===== src/verilog/flash2_pkg.sv =====
// constants for the second flash array access and protection block
package flash2_pkg;
  // register indices and byte addresses (byte address is four times the index)
  localparam logic [15:0] CTRL_IDX   = 16'hfe08;
  localparam logic [15:0] PROT_IDX   = 16'hff81;
  localparam logic [15:0] ADDR_IDX   = 16'hfe09;
  localparam logic [15:0] DATA_IDX   = 16'hfe0a;
  localparam logic [17:0] CTRL_ADDR  = {CTRL_IDX, 2'b00};
  localparam logic [17:0] PROT_ADDR  = {PROT_IDX, 2'b00};
  localparam logic [17:0] ADDR_ADDR  = {ADDR_IDX, 2'b00};
  localparam logic [17:0] DATA_ADDR  = {DATA_IDX, 2'b00};
  // control register bits
  localparam int B_PGM    = 0;
  localparam int B_ERASE  = 1;
  localparam int B_PERR   = 2;
  localparam int B_BUSY   = 3;
  localparam int B_SUSP   = 4;
  localparam int B_RERR   = 5;
  localparam int B_START  = 7;
  // user regions of the array
  localparam logic [15:0] R0_LO = 16'h0462;
  localparam logic [15:0] R0_HI = 16'h04ff;
  localparam logic [15:0] R1_LO = 16'h0980;
  localparam logic [15:0] R1_HI = 16'h1b7f;
  localparam logic [15:0] R2_LO = 16'h1e20;
  localparam logic [15:0] R2_HI = 16'h7fff;
  // protect start byte layout
  localparam logic [7:0] PROT_NONE = 8'hff;
  localparam int         PROT_LSB  = 7;
  // row and page geometry
  localparam int ROW_LSB  = 6;
  localparam int PAGE_LSB = 7;
  // timing
  localparam int CLK_NS        = 40;
  localparam int PGM_TIME_US   = 30;
  localparam int ERASE_TIME_US = 4000;
  localparam int PGM_CYC   = (PGM_TIME_US * 1000 + CLK_NS - 1) / CLK_NS;
  localparam int ERASE_CYC = (ERASE_TIME_US * 1000 + CLK_NS - 1) / CLK_NS;
  localparam int CNT_W     = 17;
  // sequencer states
  typedef enum logic [2:0] {
    ST_IDLE = 3'b001,
    ST_RUN  = 3'b010,
    ST_SUSP = 3'b100
  } seq_t;
endpackage


===== src/verilog/flash2_ctrl.sv =====
// second flash array controller: apb registers, protection and standby sequencing
//
// Our own choice: register access over APB.
`timescale 1ns/1ns
module flash2_ctrl #(
  parameter int ERASE_CYCLES = flash2_pkg::ERASE_CYC
) (
  // clock and reset
  input  wire logic        mclk,
  input  wire logic        rst_n,
  // apb slave
  input  wire logic        psel,
  input  wire logic        penable,
  input  wire logic        pwrite,
  input  wire logic [17:0] paddr,
  input  wire logic [31:0] pwdata,
  output logic      [31:0] prdata,
  output logic             pready,
  output logic             pslverr,
  // low power modes and protect byte from the first array
  input  wire logic        wait_mode,
  input  wire logic        stop_mode,
  input  wire logic [7:0]  protect_start_byte,
  // array macro
  output logic      [15:0] fl_addr,
  output logic      [7:0]  fl_wdata,
  output logic             fl_read,
  output logic             fl_pgm,
  output logic             fl_erase,
  output logic             fl_hv,
  input  wire logic [7:0]  fl_rdata
);

  typedef struct packed {
    flash2_pkg::seq_t              st;
    logic [flash2_pkg::CNT_W-1:0]  cnt;
    logic                          op_erase;
    logic                          perr;
    logic                          rerr;
    logic [15:0]                   addr;
    logic [7:0]                    wdata;
    logic [15:0]                   fl_addr;
    logic [7:0]                    fl_wdata;
    logic                          fl_read;
    logic                          fl_pgm;
    logic                          fl_erase;
    logic                          fl_hv;
    logic                          pready;
    logic                          pslverr;
    logic [31:0]                   prdata;
  } state_t;

  state_t s;
  state_t next_s;

  // inside one of the three user regions
  function automatic logic in_user(input logic [15:0] a);
    in_user = (a >= flash2_pkg::R0_LO && a <= flash2_pkg::R0_HI) ||
              (a >= flash2_pkg::R1_LO && a <= flash2_pkg::R1_HI) ||
              (a >= flash2_pkg::R2_LO && a <= flash2_pkg::R2_HI);
  endfunction

  // protection start from the protect byte
  // start bits placed
  logic [15:0] raw_start;
  logic [15:0] prot_start;
  logic        prot_on;
  assign raw_start = {1'b0, protect_start_byte, 7'h00};
  assign prot_on    = protect_start_byte != flash2_pkg::PROT_NONE;
  assign prot_start = (raw_start < flash2_pkg::R0_LO) ? flash2_pkg::R0_LO : raw_start;

  // bus decode
  logic        acc;
  logic        wr_done;
  logic        hit_ctrl;
  logic        hit_prot;
  logic        hit_addr;
  logic        hit_data;
  logic        mapped;
  logic        busy;
  logic        req_erase;
  logic        req_go;
  logic [15:0] chk_addr;
  logic [15:0] page_addr;
  logic        chk_user;
  logic        chk_prot;
  logic [7:0]  ctrl_rd;
  // a transfer completes in the cycle pready stands, so each write lands exactly once
  assign acc      = psel && penable && s.pready;
  assign wr_done  = acc && pwrite && !s.pslverr;
  assign hit_ctrl = paddr == flash2_pkg::CTRL_ADDR;
  assign hit_prot = paddr == flash2_pkg::PROT_ADDR;
  assign hit_addr = paddr == flash2_pkg::ADDR_ADDR;
  assign hit_data = paddr == flash2_pkg::DATA_ADDR;
  assign mapped   = hit_ctrl || hit_prot || hit_addr || hit_data;
  assign busy     = s.st != flash2_pkg::ST_IDLE;

  // request decode; erase wins when both bits are written
  // erase targets page base
  assign req_erase = pwdata[flash2_pkg::B_ERASE];
  assign req_go    = wr_done && hit_ctrl && pwdata[flash2_pkg::B_START] &&
                     (pwdata[flash2_pkg::B_PGM] || req_erase);
  assign page_addr = {s.addr[15:flash2_pkg::PAGE_LSB], 7'h00};
  // erase checks the page top so a partly protected page stays whole
  assign chk_addr  = req_erase ? {s.addr[15:flash2_pkg::PAGE_LSB], 7'h7f} : s.addr;
  assign chk_user  = in_user(req_erase ? page_addr | 16'h007f : s.addr);
  assign chk_prot  = prot_on && chk_addr >= prot_start;

  // status byte: range error, suspended, busy, protect error; request bits read zero
  assign ctrl_rd = {2'b00, s.rerr, s.st == flash2_pkg::ST_SUSP, busy, s.perr, 2'b00};

  // next state: bus, flags and sequencer
  always_comb
  begin
    next_s = s;
    next_s.pready  = psel && penable && !s.pready;
    next_s.pslverr = 1'b0;
    if (psel && penable && !s.pready)
    begin
      next_s.prdata = 32'h0000_0000;
      // no write path to protect byte
      next_s.pslverr = !mapped || (pwrite && hit_prot);
      if (!pwrite)
      begin
        if (hit_ctrl)
          next_s.prdata = {24'h00_0000, ctrl_rd};
        else if (hit_prot)
          next_s.prdata = {24'h00_0000, protect_start_byte};
        else if (hit_addr)
          next_s.prdata = {16'h0000, s.addr};
        // sense inverted: charged cell is zero
        else if (hit_data)
          next_s.prdata = {24'h00_0000, ~fl_rdata};
      end
    end
    if (wr_done && hit_addr && !busy)
      next_s.addr = pwdata[15:0];
    if (wr_done && hit_data && !busy)
      next_s.wdata = pwdata[7:0];
    // write one clears; a new error in the same write still sets
    if (wr_done && hit_ctrl && pwdata[flash2_pkg::B_PERR])
      next_s.perr = 1'b0;
    if (wr_done && hit_ctrl && pwdata[flash2_pkg::B_RERR])
      next_s.rerr = 1'b0;
    unique case (s.st)
      flash2_pkg::ST_IDLE:
      begin
        // read mode kept through wait or stop
        next_s.fl_read = 1'b1;
        next_s.fl_addr = s.addr;
        if (req_go)
        begin
          // refused requests leave the array alone
          if (!chk_user)
            next_s.rerr = 1'b1;
          else if (chk_prot)
            next_s.perr = 1'b1;
          else
          begin
            next_s.st       = flash2_pkg::ST_RUN;
            next_s.op_erase = req_erase;
            next_s.fl_addr  = req_erase ? page_addr : s.addr;
            next_s.fl_wdata = ~s.wdata;
            next_s.cnt      = req_erase ? flash2_pkg::CNT_W'(ERASE_CYCLES - 1) :
                                          flash2_pkg::CNT_W'(flash2_pkg::PGM_CYC - 1);
            next_s.fl_read  = 1'b0;
            next_s.fl_hv    = 1'b1;
            next_s.fl_pgm   = !req_erase;
            next_s.fl_erase = req_erase;
          end
        end
      end
      flash2_pkg::ST_RUN:
      begin
        if (wait_mode || stop_mode)
        begin
          next_s.st       = flash2_pkg::ST_SUSP;
          next_s.fl_hv    = 1'b0;
          next_s.fl_pgm   = 1'b0;
          next_s.fl_erase = 1'b0;
        end
        else if (s.cnt == '0)
        begin
          next_s.st       = flash2_pkg::ST_IDLE;
          next_s.fl_hv    = 1'b0;
          next_s.fl_pgm   = 1'b0;
          next_s.fl_erase = 1'b0;
          next_s.fl_read  = 1'b1;
          next_s.fl_addr  = s.addr;
        end
        else
          next_s.cnt = s.cnt - 1'b1;
      end
      flash2_pkg::ST_SUSP:
      begin
        next_s.fl_read = 1'b0;
        // remaining time resumes once both modes are left
        if (!wait_mode && !stop_mode)
        begin
          next_s.st       = flash2_pkg::ST_RUN;
          next_s.fl_hv    = 1'b1;
          next_s.fl_pgm   = !s.op_erase;
          next_s.fl_erase = s.op_erase;
        end
      end
      // an illegal code falls back to idle rather than lock the array up
      default:
        next_s.st = flash2_pkg::ST_IDLE;
    endcase
  end

  // single state register
  always_ff @(posedge mclk or negedge rst_n)
  begin
    if (!rst_n)
    begin
      s          <= '0;
      s.st       <= flash2_pkg::ST_IDLE;
      s.fl_wdata <= 8'hff;
    end
    else
      s <= next_s;
  end

  // every output comes straight from the state register
  assign prdata   = s.prdata;
  assign pready   = s.pready;
  assign pslverr  = s.pslverr;
  assign fl_addr  = s.fl_addr;
  assign fl_wdata = s.fl_wdata;
  assign fl_read  = s.fl_read;
  assign fl_pgm   = s.fl_pgm;
  assign fl_erase = s.fl_erase;
  assign fl_hv    = s.fl_hv;
endmodule // flash2_ctrl


===== config.mk =====
export PLATFORM = sky130hd
export DESIGN_NAME = flash2_ctrl
export DESIGN_NICKNAME = d
export VERILOG_FILES = /design/src/verilog/flash2_pkg.sv /design/src/verilog/flash2_ctrl.sv
export SDC_FILE = /design/constraint.sdc
export NUM_CORES = 1
export LEC_CHECK = 0
export BUFFER_PORTS_ARGS = -buffer_cell sky130_fd_sc_hd__buf_2
export CAP_MARGIN = 25
export CORE_MARGIN = 1.5
export CORE_UTILIZATION = 40
export CTS_BUF_LIST = sky130_fd_sc_hd__clkbuf_4
export DETAILED_ROUTE_END_ITERATION = 8
export MAX_ROUTING_LAYER = met4
export PLACE_DENSITY = 0.72
export SLEW_MARGIN = 20
export SYNTH_ARGS = -nofsm -noshare
export SYNTH_HDL_FRONTEND = slang
export SYNTH_SLANG_ARGS = --single-unit

===== constraint.sdc =====
create_clock -name mclk -period 5.4 [get_ports mclk]
set_input_delay 1.08 -clock mclk [delete_from_list [all_inputs] [get_ports mclk]]
set_output_delay 1.08 -clock mclk [all_outputs]
set_load 0.1 [all_outputs]

---- Word level (Yosys, flattened, before mapping) ----
Cells that the tools add are included.
W data, S select, Z words.
word-level totals
  input port bits ......................... 73
  RAM bits ................................ 0
  latch bits .............................. 0
  output and inout bits ................... 62
  flip-flop bits (word level) ............. 109
  bits in read-only memories .............. 0
  memories ................................ 0
cells by class
  divide/modulo/power cells ............... 0
  $add $sub $neg .......................... 1
  shifts and indexed selects .............. 0
  multiply operators ...................... 0
  reduce and logical (&&, ||, !) cells .... 45
  magnitude comparators ................... 8
  mux-type cells .......................... 36
  equality and inequality tests ........... 17
  bitwise operators ....................... 3
operators by type and width
  operator                 number
  $mux W16                 6
  $eq A18 B18 Y1 const B   4
  $mux W19                 3
  $mux W17                 3
  $pmux W17 S2             1
  $mux W33                 1
  $pmux W16 S2             1
  $mux W23                 1
  $mux W22                 1
  $mux W21                 1
  $logic_and A1 B1 Y1      20
  $logic_not A17 Y1        1
  $sub A17 B1 Y17 const B  1
  $ge A16 B11 Y1 const B   1
  $ge A16 B12 Y1 const B   1
  $ge A16 B13 Y1 const B   1
  $ge A16 B15 Y1           1
  $le A16 B11 Y1 const B   1
  $le A16 B13 Y1 const B   1
  $le A16 B15 Y1 const B   1
  $not A8 Y8               2
  $lt A15 B11 Y1 const B   1
  $mux W15                 1
  $mux W3                  5
  24 further kinds         50

---- Depth between registers and ports, before layout ----
Gate-level depths: netlist of the first run.
  word-level depth ........................ 11
  gate-level depth with buffers ........... 13
  gate-level depth less buffers ........... 11

---- Worst setup path before layout of the first run ----
Ideal clock, no wire load.
  path type ............................... in2reg
  start point ............................. input port protect_start_byte[7]
  end point ............................... register s (netlist bit fl_erase)
  setup time .............................. 0.125 ns
  slack ................................... 1.815 ns
  arrival time ............................ 3.460 ns
  stages .................................. 9
  path through ............................ nor4_1 nand2_1 ha_1 or2_2 a211oi_2 o22ai_2 or4_4 o21ai_2 mux2_2
on the way
  word-level cells in the longest chain between the ends .. 6
  elaborated cells on any way between the ends .. 7
  classes of those cells .................. order compare (2); eq/ne (2); mux (1); reduce/logical (2)
RTL lines
  item                             RTL line            text
  start, declared                  flash2_ctrl.sv:23   input wire logic [7:0] protect_start_byte,
  $lt A15 B11 Y1                   flash2_ctrl.sv:70   assign prot_start = (raw_start < flash2_pkg::R0_LO) ? flash2_pkg::R0_LO : raw_start;
  $mux W15                         flash2_ctrl.sv:70
  $ge A16 B15 Y1                   flash2_ctrl.sv:107  assign chk_prot = prot_on && chk_addr >= prot_start;
  $logic_and A1 B1 Y1 (*)          flash2_ctrl.sv:107
  $ne A2 B2 Y1 (no line) (*)       n/a
  $reduce_and A6 Y1 (no line) (*)  n/a
  end signal, assigned             flash2_ctrl.sv:222  s <= next_s;
  end, declared                    flash2_ctrl.sv:53   state_t s;
Every way passes the cells marked *; elsewhere a longest branch is shown, timed or not.
A chain may end at the register's enable or synchronous reset.

---- Final worst setup path of the first run ----
  start point ............................. input port protect_start_byte[7]
  end point ............................... register s (netlist bit fl_hv)
The elaborated chain is that of the path after synthesis.

==> qor.txt, run 1 <==
status: complete, no violations
H-tree depth: 3
setup tns final: 0 ns
final hold violation count: 0
total wire length: 12100 um
PortBufs: 102
Final setup viols: 0
post-synthesis cell type count: 61
number of enable flip-flop cells after synthesis: 0
CP max FO: 30
Yosys top cell area share: 40.2%
hold path depth: 1
Power Density: 222 nW/um^2
post-layout util: 44.7%
Core ar.: 12700 um^2
Synth area leaders: dfrtp_1 40%, buf_4 8.0%, nand2_1 6.1%
Rows: 41
CP endpoint: fl_hv$_DFFE_PN0P_
clk buf depth: 2
Tcrit/Tclk final: 67.9%
worst min-delay path class: reg -> reg
HP Start: s[63]$_DFFE_PN0P_
reg-to-reg slack, setup: 2.36 ns
CP endpoint kind: flop
Die Ht: 117 um
r2r endpoint: fl_hv$_DFFE_PN0P_
Arr. time, crit path: 4.03 ns
dominant synthesized flop cell: dfrtp_1
skew final: 0.0300 ns
Reg area: 2340 um^2
root buffer cell: clkbuf_4
Resize count post-CTS: 0
Via-to-Cell Ratio: 5.38
area leader, netlist: dfrtp_1
grt ovf: 0
total of max-cap violations: 0
WS Path Type: in -> reg
GP Congestion: 0.880
static leakage: 2.85 nW
DRT iter0 DRCs: 334
crit path from: protect_start_byte[7]
unrepaired setup endpoints after global routing: false
proportion of layout cells with a drive suffix above 1: 31.0%
Area Growth Syn to Fin: 8.23%
wire per inst: 15.6 um
Antenna Violating Nets Remaining: 0
fin area: 5660 um^2
initial cell density of the core: 41.3%
CP startpoint kind: input port
top-count cell post-synth: nand2_1
IR Drop Worst-Case VDD: 96.5 uV
Placed Area: 5510 um^2
max_slew headroom: 47.0%
die area: 13800 um^2
drt drc: 0
Post-synth ARST share: 100%
FF+latch count, synth: 93
CTS tree: built
global-route wire length before repair: 19900 um
Worst Path Required: 5.76 ns
Synth warnings: 0
TritonCTS Buffers: 9
I/O pin total: 135
Worst Reg-to-Reg Cells: 8
Total GRT Usage: 18.5%
setup ws final: 1.73 ns
ant diodes: 0
Worst R2R Start: s[75]$_DFFE_PN0P_
pin count of the biggest net entering global routing: 58
crit path time final: 3.67 ns
final slew viol count: 0
clock sinks: 93
via count: 4173
Max Freq: 273 MHz
synthesized area: 5230 um^2
Post-Syn Instances: 543
Syn Area/Cell: 9.63 um^2
Post-CTS Hold Fix Bufs: 0
top cells by count, synth: 85 x nand2_1, 84 x dfrtp_1, 56 x buf_4, 41 x nor2_1, 28 x o21ai_0
DR pass1 iterations: 5
nets: 684
CTS clk-pin slew, worst paths: 0.17 ns
fillcell total: 1258
Die Wd: 117 um
Skew-Pair Late Insertion Delay: 0.48 ns
multi-input logic area: 2360 um^2
Detail Placement HPWL: 9140 um
Post-CTS Repair Setup Buffers: 0
vias in the first global route: 4056
initial antenna violation count: 0
pre-CTS setup slack: 1.24 ns
total power: 1.26 mW
Seq/Total Area, Yosys: 44.7%
Slew @ Worst Pin: 0.789 ns
==> worst min path at each step <==
stage and end:
3_5_place_dp fl_wdata[5]$_DFFE_PN1P_, 3_3_place_gp fl_wdata[6]$_DFFE_PN1P_, 2_1_floorplan fl_wdata[4]$_DFFE_PN1P_, 5_1_grt fl_wdata[6]$_DFFE_PN1P_
6_report fl_wdata[1]$_DFFE_PN1P_, 4_1_cts fl_wdata[6]$_DFFE_PN1P_
==> per-layer routing <==
layer  wire, um  part of all wire (%)  GRT usage (%)  up-vias
met4        257                   2.1           6.56        0
met5          0                     0              -        -
met1       4980                    41           21.3     2055
met2       6350                    52           32.1      126
li1           -                     -              -     1969
met3        554                   4.6           3.75       23
==> per-stage QoR <==
step                std cells  hold slack, ns
finish                    776           0.428
global route              776           0.447
CTS                       776           0.435
detailed placement        760           0.412
global placement          760           0.401
floorplan                 558           0.386
==> sequential cells by signal, summed over array words and instances, names as in the netlist <==
signal and flops:
pslverr 1, prdata 16, fl_pgm 1, ctrl_rd 2
s 36, page_addr 9, fl_hv 1, fl_wdata 8
fl_addr 16, fl_erase 1, pready 1, fl_read 1
==> kinds of logic (layout without fill, tap and decap cells) <==
group	count (synthesis)	in the layout	share of synthesized area [%]
DFF	93	93	44.7
AOI/OAI and AO/OA	105	105	13.7
and+or+nand+nor	209	209	20.7
buffers and inverters	90	136	11.2
other	1	16	0.0717
muxes	27	27	5.77
xor gates and xnor gates	6	6	1.00
adders and majority gates	12	12	2.87
==> report_power, final <==
part	leakage [nW]	internal [mW]	switching, mW
Clock	0.0854	0.153	0.262
Combinational	1.52	0.0279	0.112
Sequential	1.25	0.700	0.00210
==> cells in the final DEF, fill, tap and decap left out, types with 10 or more instances in the layout <==
master,netlist,final
mux2_2,25,25
dfrtp_1,84,84
nor2_1,41,41
ha_1,12,12
buf_2,5,101
conb_1,1,16
nand3_1,10,10
inv_1,16,16
nand2_1,85,85
nor4_1,13,13
nor3_1,11,11
a21oi_1,18,18
o21ai_0,28,28
==> final cells by class <==
class,count,area share [%]
Clock inverter,7,1.55
Inverter,16,1.06
Clock buffer,9,1.19
Timing Repair Buffer,104,9.33
Tap cell,172,3.80
Multi-Input combinational cell,375,41.8
Sequential cell,93,41.3
==> critical path, cell delays in order <==
cell and delay (ns):
buf_2 0.13, nor4_1 0.35, nand2_1 0.23, ha_1 0.36
or2_2 0.28, a211oi_2 0.23, o22ai_2 0.18, or4_4 0.63
o21ai_2 0.18, mux2_2 0.36
No activity file was read; power rests on OpenSTA's default activity.
==> run 2: changes to the inputs <==
clock period = 3.54 ns   (was 5.4 ns; I/O delays follow)
==> run 2 against run 1 <==
Compared with the run above: core utilization is 0.39 points higher; clock-buffer cell count did not move; largest cell class unchanged; first-iteration DRC count fell by 4.2%; non-clock buffer count up 10; hold slack got worse by 0.20 ns; combinational power rose by 54%; sequential cell count unchanged; sequential share of layout area down 0.36 points; clock skew is 0.0085 ns lower; wire length decreased by 0.82%; power up 44%; largest power group unchanged; via count increased by 0.43%.
==> qor.txt, run 2 (synthesis gave the netlist of run 1 again) <==
DR pass1 iterations: 5 (unchanged)
CP endpoint: fl_hv$_DFFE_PN0P_
global-route wire length before repair: 20300 um (+2.1%)
PortBufs: 102 (unchanged)
clock sinks: 93 (unchanged)
Die Wd: 117 um (unchanged)
Core ar.: 12700 um^2 (unchanged)
crit path time final: 3.09 ns
via count: 4191 (+0.43%)
proportion of layout cells with a drive suffix above 1: 32.1% (+1.1 points)
nets: 694 (+1.5%)
fin area: 5710 um^2 (+0.88%)
Area Growth Syn to Fin: 9.19%
Post-CTS Hold Fix Bufs: 0 (unchanged)
initial cell density of the core: 41.3% (unchanged)
Die Ht: 117 um (unchanged)
reg-to-reg slack, setup: 0.77 ns (-1.59 ns)
number of flip-flops in the largest register: 36 (unchanged)
dpl cells: 770 (+1.3%)
WS Path Type: in -> reg
vias in the first global route: 4239 (+4.5%)
CP startpoint kind: input port
Detail Placement HPWL: 9110 um (-0.33%)
r2r endpoint: fl_hv$_DFFE_PN0P_
pin count of the biggest net entering global routing: 48 (-17%)
Worst Reg-to-Reg Cells: 8 (unchanged)
IR Drop Worst-Case VDD: 146 uV (+51%)
post-layout util: 45.1% (+0.39 points)
ant diodes: 0 (unchanged)
static leakage: 2.89 nW (+1.5%)
wire per inst: 15.3 um (-2.1%)
Via-to-Cell Ratio: 5.33 (-0.85%)
total power: 1.81 mW (+44%)
Final setup viols: 0 (unchanged)
H-tree depth: 3 (unchanged)
Reg with most FFs: s
CP max FO: 6 (-80%)
initial antenna violation count: 0 (unchanged)
DRT iter0 DRCs: 320 (-4.2%)
most frequent cells in the layout: 101 x buf_2, 85 x nand2_1, 84 x dfrtp_1, 41 x nor2_1, 28 x o21ai_0
I/O pin total: 135 (unchanged)
die area: 13800 um^2 (unchanged)
commonest non-fill, non-tap cell in the layout: buf_2
Worst Path Required: 3.90 ns (-1.86 ns)
Resize count post-CTS: 0 (unchanged)
final slew viol count: 0 (unchanged)
Arr. time, crit path: 3.46 ns (-0.57 ns)
Max Freq: 323 MHz
Power Density: 316 nW/um^2 (+42%)
Slew @ Worst Pin: 0.593 ns (-0.196 ns)
total wire length: 12000 um (-0.82%)
Antenna Violating Nets Remaining: 0 (unchanged)
Rows: 41 (unchanged)
max_slew headroom: 60.4% (+13 points)
Post-CTS Repair Setup Buffers: 0 (unchanged)
GP Congestion: 0.854 (-2.9%)
CTS tree: built
CP endpoint kind: flop
grt ovf: 0 (unchanged)
Placed Area: 5590 um^2 (+1.6%)
Total GRT Usage: 18.6% (+0.14 points)
Worst R2R Start: s[75]$_DFFE_PN0P_
status: complete, no violations
TritonCTS Buffers: 9 (unchanged)
setup ws final: 0.446 ns (-1.29 ns)
unrepaired setup endpoints after global routing: false
clk buf depth: 2 (unchanged)
Tcrit/Tclk final: 87.4%
drt drc: 0 (unchanged)
total of max-cap violations: 0 (unchanged)
Skew-Pair Late Insertion Delay: 0.46 ns (-0.02 ns)
pre-CTS setup slack: -0.0131 ns (-1.26 ns)
crit path from: protect_start_byte[7]
CTS clk-pin slew, worst paths: 0.15 ns (-0.02 ns)
worst min-delay path class: in -> async
final hold violation count: 0 (unchanged)
Post-Layout Cell Count: 786 (+1.3%)
skew final: 0.0215 ns (-0.00850 ns)
root buffer cell: clkbuf_4
==> run 2: changes by cell type in the layout (fill, tap and decap cells not counted) <==
cell / change
bufinv_16: -1
buf_4: +9
buf_12: +1
clkinv_2: +3
clkinv_4: +1
inv_8: -2
inv_6: -1
==> run 2: layer usage <==
metal	vias to the layer above	track usage (%)	part of all wire, %
met5	-	-	0
li1	1992	-	-
met4	0	6.10	2.1
met2	129	32.2	52
met1	2048	21.7	41
met3	22	3.89	5.1
==> run 2: cell type report <==
type                            count  area [um^2]
Fill cell                        1233         6960
Multi-Input combinational cell    375         2360
Sequential cell                    93         2340
Timing Repair Buffer              114          616
Tap cell                          172          215
Clock buffer                        9         67.6
Inverter                           16         60.1
Clock inverter                      7         50.0
==> run 2: per-stage QoR <==
stage               setup TNS, ns  hold slack, ns
detailed placement        -0.0226           0.409
global placement                0           0.399
CTS                             0           0.238
finish                          0           0.233
global route                    0           0.257
floorplan                       0           0.386
==> run 2: where the power goes <==
part | switching (mW) | internal (mW)
Combinational | 0.172 | 0.0442
Sequential | 0.00342 | 1.07
Clock | 0.371 | 0.148
==> run 2: worst min path at each step <==
stage,start,endpoint,cells past startpoint
6_report,rst_n,prdata[5]$_DFFE_PN0P_,1
5_1_grt,rst_n,prdata[4]$_DFFE_PN0P_,1
4_1_cts,rst_n,prdata[4]$_DFFE_PN0P_,1
3_5_place_dp,s[67]$_DFFE_PN0P_,fl_wdata[5]$_DFFE_PN1P_,1
3_3_place_gp,s[66]$_DFFE_PN0P_,fl_wdata[4]$_DFFE_PN1P_,1
2_1_floorplan,s[66]$_DFFE_PN0P_,fl_wdata[4]$_DFFE_PN1P_,1
==> run 2: critical path: stages <==
cell and delay [ns]:
buf_2 0.13, nor4_1 0.39, nand2_1 0.24, ha_1 0.36
or2_2 0.30, a211oi_2 0.24, o22ai_2 0.12, or4_4 0.47
o21ai_2 0.14, mux2_2 0.37
